### config.mk
export PLATFORM = sky130hd
export DESIGN_NAME = lv_gpio_ctrl
export DESIGN_NICKNAME = d
export VERILOG_FILES = /design/src/rtl/lv_gpio_pkg.sv /design/src/rtl/lv_pin_filter.sv /design/src/rtl/lv_gpio_ctrl.sv
export SDC_FILE = /design/constraint.sdc
export NUM_CORES = 1
export LEC_CHECK = 0
export BUFFER_PORTS_ARGS = -buffer_cell sky130_fd_sc_hd__clkbuf_2
export CORE_ASPECT_RATIO = 0.6
export CORE_UTILIZATION = 55
export CTS_CLUSTER_DIAMETER = 40
export DETAILED_ROUTE_END_ITERATION = 12
export PLACE_DENSITY_LB_ADDON = 0.2
export SLEW_MARGIN = 20
export SYNTH_ARGS = -nofsm -noshare
export SYNTH_HDL_FRONTEND = slang
export SYNTH_SLANG_ARGS = --single-unit
### constraint.sdc
create_clock -name core_clk -period 12.9 [get_ports core_clk]
set_clock_uncertainty 0.15 [all_clocks]
set_input_delay 0.645 -clock core_clk [delete_from_list [all_inputs] [get_ports core_clk]]
set_output_delay 0.645 -clock core_clk [all_outputs]
set_load 0.05 [all_outputs]
### src/rtl/lv_gpio_pkg.sv
package lv_gpio_pkg;

  // Register indices of the four pin control registers.
  localparam logic [5:0] LV_PIN0_CONTROL_IDX = 6'h21;
  localparam logic [5:0] LV_PIN1_CONTROL_IDX = 6'h22;
  localparam logic [5:0] LV_PIN2_CONTROL_IDX = 6'h23;
  localparam logic [5:0] LV_PIN3_CONTROL_IDX = 6'h24;

  localparam int NUM_PINS   = 4;
  localparam int REG_WIDTH  = 24;

  // Field positions.
  localparam int DIR_BIT      = 0;
  localparam int DIN_BIT      = 1;
  localparam int DOUT_BIT     = 2;
  localparam int SCHMITT_BIT  = 3;
  localparam int FILT_LSB     = 4;
  localparam int IRQ_LSB      = 6;
  localparam int KEEPER_BIT   = 8;
  localparam int DRAIN_BIT    = 9;
  localparam int DRIVE_BIT    = 10;
  localparam int RES_ON_BIT   = 11;
  localparam int RES_KIND_LSB = 12;
  localparam int EDGE_LSB     = 14;
  localparam int IMPL_BITS    = 16;

  // Reset value: schmitt, resistor on, 100 K pull-up.
  localparam logic [23:0] CONTROL_RESET = 24'h003808;
  // Bits that software may write; the input level and upper byte are excluded.
  localparam logic [23:0] WRITE_MASK    = 24'h00fffd;

  // Debounce times in milliseconds and the clock rate.
  localparam int CLK_HZ        = 100_000_000;
  localparam int FILT_MS_UNIT  = 10;
  localparam int CYCLES_PER_MS = CLK_HZ / 1000;
  localparam int FILT_UNIT_CYCLES = FILT_MS_UNIT * CYCLES_PER_MS;

  // Interrupt edge selection codes.
  typedef enum logic [1:0] {
    IRQ_NONE    = 2'b00,
    IRQ_FALLING = 2'b01,
    IRQ_RISING  = 2'b10,
    IRQ_BOTH    = 2'b11
  } irq_sel_t;

  // Decoded pad options of one pin, passed to the pad cell.
  typedef struct packed {
    logic       schmitt_select;
    logic       keeper_on;
    logic       drain_only_output;
    logic       drive_current_select;
    logic       resistor_on;
    logic [1:0] resistor_kind;
    logic [1:0] edge_rate;
  } pad_cfg_t;

endpackage : lv_gpio_pkg

### src/rtl/lv_pin_filter.sv
`timescale 1ns/100ps
module lv_pin_filter #(
  parameter int UNIT_CYCLES = lv_gpio_pkg::FILT_UNIT_CYCLES
) (
  // Clock and reset.
  input  wire logic       core_clk,
  input  wire logic       rst,
  // Synchronised pin level and debounce selection.
  input  wire logic       level_in,
  input  wire logic [1:0] filter_sel,
  // Filtered level and edge events.
  output logic            level_out,
  output logic            rise_pulse,
  output logic            fall_pulse
);
  import lv_gpio_pkg::*;

  localparam int CW = $clog2(3 * UNIT_CYCLES + 1);

  logic [CW-1:0] count_reg;
  logic          level_reg;
  logic [CW-1:0] need;
  logic          differs;

  // Required stable time is the field value times one unit.
  assign need    = CW'(filter_sel) * CW'(UNIT_CYCLES);
  assign differs = level_in != level_reg;

  // Accept a new level once it has stood for the selected time.
  always_ff @(posedge core_clk or posedge rst) begin
    if (rst) begin
      count_reg <= '0;
      level_reg <= 1'b0;
    end else if (!differs) begin
      count_reg <= '0;
    end else if (count_reg + CW'(1) >= need) begin
      level_reg <= level_in;
      count_reg <= '0;
    end else begin
      count_reg <= count_reg + CW'(1);
    end
  end

  assign level_out  = level_reg;
  assign rise_pulse = differs && level_in && (count_reg + CW'(1) >= need);
  assign fall_pulse = differs && !level_in && (count_reg + CW'(1) >= need);

endmodule : lv_pin_filter

### src/rtl/lv_gpio_ctrl.sv
// Contract
// - Four identical per-pin control registers.
// - Bit 0 selects input or output.
// - Bit 1 reads sampled pin level.
// - Bit 2 is driven output level.
// - Bit 3 selects schmitt input, default one.
// - Bits 5:4 debounce none/10/20/30 ms.
// - Bits 7:6 pick interrupt edges.
// - Bit 8 enables pad keeper.
// - Bit 9 open drain releases high.
// - Bit 10 picks 4 or 8 mA.
// - Bit 11 resistor on, 13:12 kind.
// - Bits 15:14 set output slew rate.
// - Reset restores all field defaults.
`timescale 1ns/100ps
module lv_gpio_ctrl #(
  parameter int FILT_CYCLES = lv_gpio_pkg::FILT_UNIT_CYCLES
) (
  // Clock and main digital reset.
  input  wire logic                               core_clk,
  input  wire logic                               rst,
  // Register access port from the serial interface.
  input  wire logic                               reg_wr,
  input  wire logic [5:0]                         reg_addr,
  input  wire logic [lv_gpio_pkg::REG_WIDTH-1:0]  reg_wdata,
  output logic      [lv_gpio_pkg::REG_WIDTH-1:0]  reg_rdata,
  output logic                                    reg_hit,
  // Low-voltage pins, output enable active low.
  input  wire logic [lv_gpio_pkg::NUM_PINS-1:0]   pin_in,
  output logic      [lv_gpio_pkg::NUM_PINS-1:0]   pin_out,
  output logic      [lv_gpio_pkg::NUM_PINS-1:0]   pin_oe_n,
  // Pad options per pin.
  output lv_gpio_pkg::pad_cfg_t [lv_gpio_pkg::NUM_PINS-1:0] pad_cfg,
  // Per-pin edge events to the interrupt logic.
  output logic      [lv_gpio_pkg::NUM_PINS-1:0]   pin_event
);
  import lv_gpio_pkg::*;

  logic [REG_WIDTH-1:0] ctrl_reg [NUM_PINS];
  logic [NUM_PINS-1:0]  sync1_reg;
  logic [NUM_PINS-1:0]  sync2_reg;
  logic [NUM_PINS-1:0]  filt_level;
  logic [NUM_PINS-1:0]  rise;
  logic [NUM_PINS-1:0]  fall;
  logic [NUM_PINS-1:0]  event_reg;
  logic [NUM_PINS-1:0]  out_reg;
  logic [NUM_PINS-1:0]  oe_n_reg;
  logic [2:0]           sel_idx;
  logic                 sel_ok;

  // Map a register index to a pin number; out-of-range gives 4.
  function automatic logic [2:0] pin_of(input logic [5:0] a);
    if (a == LV_PIN0_CONTROL_IDX) begin
      return 3'h0;
    end else if (a == LV_PIN1_CONTROL_IDX) begin
      return 3'h1;
    end else if (a == LV_PIN2_CONTROL_IDX) begin
      return 3'h2;
    end else if (a == LV_PIN3_CONTROL_IDX) begin
      return 3'h3;
    end else begin
      return 3'h4;
    end
  endfunction : pin_of

  // Address decode.
  assign sel_idx = pin_of(reg_addr);
  assign sel_ok  = sel_idx != 3'h4;
  assign reg_hit = sel_ok;

  // Read data: stored fields, live input level, zero upper byte.
  always_comb begin
    reg_rdata = '0;
    if (sel_ok) begin
      reg_rdata = ctrl_reg[sel_idx[1:0]] & WRITE_MASK;
      reg_rdata[DIN_BIT] = sync2_reg[sel_idx[1:0]];
    end
  end

  // Two-stage synchroniser on the pin inputs.
  always_ff @(posedge core_clk or posedge rst) begin
    if (rst) begin
      sync1_reg <= '0;
      sync2_reg <= '0;
    end else begin
      sync1_reg <= pin_in;
      sync2_reg <= sync1_reg;
    end
  end

  genvar g;
  generate
    for (g = 0; g < NUM_PINS; g++) begin : g_pin
      logic [1:0] irq_sel;

      // Control register write with mask; reset restores defaults.
      always_ff @(posedge core_clk or posedge rst) begin
        if (rst) begin
          ctrl_reg[g] <= CONTROL_RESET;
        end else if (reg_wr && sel_ok && sel_idx[1:0] == 2'(g)) begin
          ctrl_reg[g] <= reg_wdata & WRITE_MASK;
        end
      end

      // Debounce filter on the synchronised level.
      lv_pin_filter #(
        .UNIT_CYCLES (FILT_CYCLES)
      ) u_filter (
        .core_clk   (core_clk),
        .rst        (rst),
        .level_in   (sync2_reg[g]),
        .filter_sel (ctrl_reg[g][FILT_LSB +: 2]),
        .level_out  (filt_level[g]),
        .rise_pulse (rise[g]),
        .fall_pulse (fall[g])
      );

      assign irq_sel = ctrl_reg[g][IRQ_LSB +: 2];

      // Edge event and pin drive, registered.
      always_ff @(posedge core_clk or posedge rst) begin
        if (rst) begin
          event_reg[g] <= 1'b0;
          out_reg[g]   <= 1'b0;
          oe_n_reg[g]  <= 1'b1;
        end else begin
          event_reg[g] <= (rise[g] && irq_sel[1]) || (fall[g] && irq_sel[0]);
          out_reg[g]   <= ctrl_reg[g][DOUT_BIT] && !ctrl_reg[g][DRAIN_BIT];
          // Drive when output; open drain drives only a low level.
          oe_n_reg[g]  <= !(ctrl_reg[g][DIR_BIT] &&
                           !(ctrl_reg[g][DRAIN_BIT] && ctrl_reg[g][DOUT_BIT]));
        end
      end

      // Pad option fields.
      assign pad_cfg[g].schmitt_select       = ctrl_reg[g][SCHMITT_BIT];
      assign pad_cfg[g].keeper_on            = ctrl_reg[g][KEEPER_BIT];
      assign pad_cfg[g].drain_only_output    = ctrl_reg[g][DRAIN_BIT];
      assign pad_cfg[g].drive_current_select = ctrl_reg[g][DRIVE_BIT];
      assign pad_cfg[g].resistor_on          = ctrl_reg[g][RES_ON_BIT];
      assign pad_cfg[g].resistor_kind        = ctrl_reg[g][RES_KIND_LSB +: 2];
      assign pad_cfg[g].edge_rate            = ctrl_reg[g][EDGE_LSB +: 2];
    end
  endgenerate

  assign pin_out   = out_reg;
  assign pin_oe_n  = oe_n_reg;
  assign pin_event = event_reg;

endmodule : lv_gpio_ctrl

==> qor.json <==
{
  "post_synth_mux_area_share_pct": 8.47,
  "holdWs_ns": 0.168,
  "cp-start-kind": "register",
  "synth-adder-area-share_pct": 9.47,
  "synth_xor_xnor_area_share_pct": 6.80,
  "grt_overflow_total": 0,
  "largest_family_of_logic_cells_by_synthesized_area": "simple AND/OR/NAND/NOR gates",
  "area_fraction_in_compound_gates_after_synthesis_pct": 6.94,
  "final_critical_path_setup_slack_ns": 8.17,
  "insertedDiodeCount": 0,
  "io_buffers": 92,
  "critical_path.most_common_cell": "and4_1",
  "area_of_the_die_sq_mm": 0.0188,
  "fin_util_pct": 62.7,
  "worst-endpoint-arrival_ns": 4.92,
  "slowest_delay_ns": 0.53,
  "grt_first_pass_wirelength_um": 36600,
  "timing.critical_path.buf_inv": 0,
  "start_util_pct": 57.4,
  "route.detailed.drc": 0,
  "dominantRegCellSynth": "dfrtp_1",
  "yosysUniqueCellTypes": 66,
  "crit_chain": "and3_1 -> and4_1 -> and4_1 -> nand4_1 -> nor2_1 -> xor2_1 -> ha_1 -> and4_1 -> a31o_2 -> a221o_1 -> a211o_1 -> nor2_1 -> nand2_1 -> a21oi_1",
  "wl_per_cell_um": 17.5,
  "cts.htree.levels": 4,
  "post_cts_resized": 0,
  "setup.worst_path.end_class": "register",
  "grt_start_max_net_pins": 110,
  "initialDrtViolationCount": 667,
  "drive_above_1_share_pct": 23.8,
  "unrepaired_setup_endpoints_after_global_routing": "false",
  "synthArstFlopShare_pct": 100,
  "critPathRequiredTime_ns": 13.08,
  "slew_viol_final": 0,
  "dp_hpwl_um": 15700,
  "synthSimpleGateAreaFrac_pct": 18.6,
  "critical_path_class": "reg2reg",
  "routed_via_count_divided_by_cell_count": 5.74,
  "final_min_period_over_clock_period_pct": 36.7,
  "layout.cell_area.non_filler_sq_mm": 0.0110,
  "drt_pre_antenna_iters": 6,
  "setup_viol": 0,
  "post-cts-setup-buffers": 0,
  "portion_of_the_post_synthesis_area_used_by_sequential_elements_pct": 43.1,
  "boundaryPins": 110,
  "worst_slew_pin_slew_ns": 0.980,
  "relSlewSlack_pct": 34.7,
  "critical-path-top-delay-family": "simple AND/OR/NAND/NOR gates",
  "placement_rows": 37,
  "timing.final.crit_period_ns": 4.73,
  "status": "finished clean",
  "num-nets-final": 1140,
  "report.final.hold_viol_count": 0,
  "grt.met2_usage_pct": 34.2,
  "number_of_flip_flops_under_the_largest_register_name": 88,
  "clock.fmax_mhz": 211,
  "global_route.usage.met1_pct": 39.2,
  "cp_max_fo": 13,
  "cts_root_buffer": "clkbuf_16",
  "cts.path.max_buffers": 2,
  "gp_routability_congestion": 0.887,
  "cts_hold_buffers": 0,
  "synthesis.area_per_instance_sq_um": 10.2,
  "tritoncts_num_sinks": 172,
  "dieHeight_um": 107,
  "number_of_buffers_added_by_the_clock_tree_synthesis_step": 17,
  "grt_util_all_layers_pct": 24.8,
  "timing.setup.tns_ns": 0,
  "clk-insertion-delay-late_ns": 0.43,
  "grt_antenna_before_repair": 0,
  "number_of_global_route_vias_before_repair": 6917,
  "dr_total_vias": 7309,
  "postRouteWirelength_um": 22200,
  "cts_tree": "yes",
  "yosysWarningCount": 0,
  "globalRoute.busiestLayer": "met1",
  "crit_slowest_cell": "nand2_1",
  "core_region_sq_mm": 0.0175,
  "grtUsageMet3_pct": 5.00,
  "vdd_ir_drop_max_mv": 0.0966,
  "min_path_type": "in2reg",
  "synth-edff-count": 0,
  "netlist_area_sq_mm": 0.0100,
  "post_synth_inst_count": 981,
  "max_cap_violations": 0,
  "power.static_leakage_nw": 5.34,
  "layout-area-overhead-vs-synth_pct": 9.22,
  "power.density_cell_area_mw_per_mm2": 141,
  "ant_nets": 0,
  "dieWidth_um": 176,
  "detailed_place.area_sq_mm": 0.0104,
  "dp_worst_setup_slack_ns": 8.30,
  "yosys_register_bits": 172,
  "clkSlewWorstSetupHoldPaths_ns": 0.07
}
[cell usage after synthesis (all sizes together), types with 2 or more instances]
library cell | number | area [sq um]
dfrtp | 152 | 3800
nor2 | 93 | 352
ha | 76 | 951
mux2 | 72 | 811
nand2 | 63 | 236
buf | 55 | 404
nand3 | 51 | 255
inv | 49 | 184
xnor2 | 41 | 359
xor2 | 37 | 324
nor2b | 30 | 215
and3 | 27 | 170
nand4 | 24 | 171
dfstp | 20 | 526
nor3 | 20 | 100
a21oi | 19 | 95.1
clkbuf | 19 | 71.3
o21ai | 15 | 75.1
a222oi | 13 | 130
and4 | 10 | 87.6
a21o | 8 | 60.1
or3 | 7 | 43.8
nor4 | 6 | 37.5
or2 | 6 | 37.5
a31oi | 5 | 31.3
and2 | 5 | 32.5
a211o | 4 | 35.0
a211oi | 4 | 30.0
mux2i | 4 | 40.0
nor3b | 4 | 30.0
o22ai | 4 | 25.0
o31ai | 4 | 30.0
nand2b | 3 | 21.3
nor4b | 3 | 26.3
or4 | 3 | 26.3
a21boi | 2 | 15.0
a22oi | 2 | 15.0
a311oi | 2 | 23.8
a31o | 2 | 17.5
and2b | 2 | 17.5
o221ai | 2 | 17.5
[worst paths after layout]
path / to / depth (start not counted) / slack [ns] / start
worst min-delay path: sync1_reg[3]$_DFF_PP0_ / 1 / 0.17 / pin_in[3]
worst max register to register: g_pin[2].u_filter.count_reg[8]$_DFF_PP0_ / 14 / 8.17 / g_pin[2].u_filter.count_reg[8]$_DFF_PP0_
worst max-delay path: g_pin[2].u_filter.count_reg[8]$_DFF_PP0_ / 14 / 8.17 / g_pin[2].u_filter.count_reg[8]$_DFF_PP0_
max in group asynchronous: ctrl_reg[0]$_DFFE_PP0P_ / 3 / 10.94 / rst
worst min register to register: sync2_reg[2]$_DFF_PP0_ / 0 / 0.20 / sync1_reg[2]$_DFF_PP0_
min in group asynchronous: g_pin[1].u_filter.count_reg[1]$_DFF_PP0_ / 2 / 0.24 / rst
[layer usage]
| layer | part of all wire [%] | routed length, um |
|---|---|---|
| met1 | 52 | 11600 |
| met2 | 40 | 9000 |
| met3 | 6.2 | 1380 |
| met4 | 1.0 | 223 |
| met5 | 0 | 0 |
[through the flow]
step	total power, mW	cells
after global placement	1.02	1242
after floorplan	0.969	988
final	1.55	1274
after detailed placement	1.03	1242
after global routing	1.62	1274
after CTS	1.56	1274
[worst register-to-register path: cells and delay by family (launching register included)]
family | cells | cell delay (ns)
flip-flops | 1 | 0.47
XOR/XNOR | 1 | 0.24
AND/OR/NAND/NOR | 8 | 2.43
adder cells (fa/ha/maj) | 1 | 0.28
AO/OA/AOI/OAI | 4 | 1.07
[layout make-up]
class	count	area, sq um
clock buffers	19	443
well taps	234	293
multi-input cells	693	5080
fillers	1435	6530
flip-flops and latches	172	4330
repair buffers	94	475
inverters	49	189
clock inverters	13	154
[where the power goes]
group	switching, mW	internal [mW]
Clock	0.226	0.296
Sequential	0.0554	0.599
Combinational	0.257	0.113
Total	0.539	1.01
[logic make-up (layout without fill, tap and decap cells)]
| logic type | Yosys count | after routing |
|---|---|---|
| XOR/XNOR | 78 | 78 |
| multiplexers | 76 | 76 |
| AO/OA/AOI/OAI | 97 | 97 |
| other | 1 | 8 |
| flip-flops | 172 | 172 |
| AND/OR/NAND/NOR | 358 | 358 |
| buffers and inverters | 123 | 175 |
| adder cells (fa/ha/maj) | 76 | 76 |
[layout by cell type (no fill, tap or decap), types with 3 or more instances in the layout]
cell type / instances
a211o_1: 4
a211oi_1: 4
a21o_1: 8
a21oi_1: 19
a222oi_1: 13
a31oi_1: 5
and2_1: 4
and3_1: 26
and4_1: 10
clkbuf_16: 17
clkbuf_2: 92
conb_1: 8
dfrtp_1: 152
dfstp_2: 20
ha_1: 76
inv_1: 48
inv_6: 3
inv_8: 3
mux2_2: 72
mux2i_1: 4
nand2_1: 63
nand3_1: 51
nand4_1: 22
nor2_1: 90
nor2_2: 3
nor2b_1: 21
nor2b_2: 8
nor3_1: 20
nor3b_1: 4
nor4_1: 6
nor4b_1: 3
o21ai_0: 15
o22ai_1: 4
o31ai_1: 4
or2_2: 6
or3_1: 7
xnor2_1: 41
xor2_1: 37
Note: power is estimated with default switching activity, not from simulation.
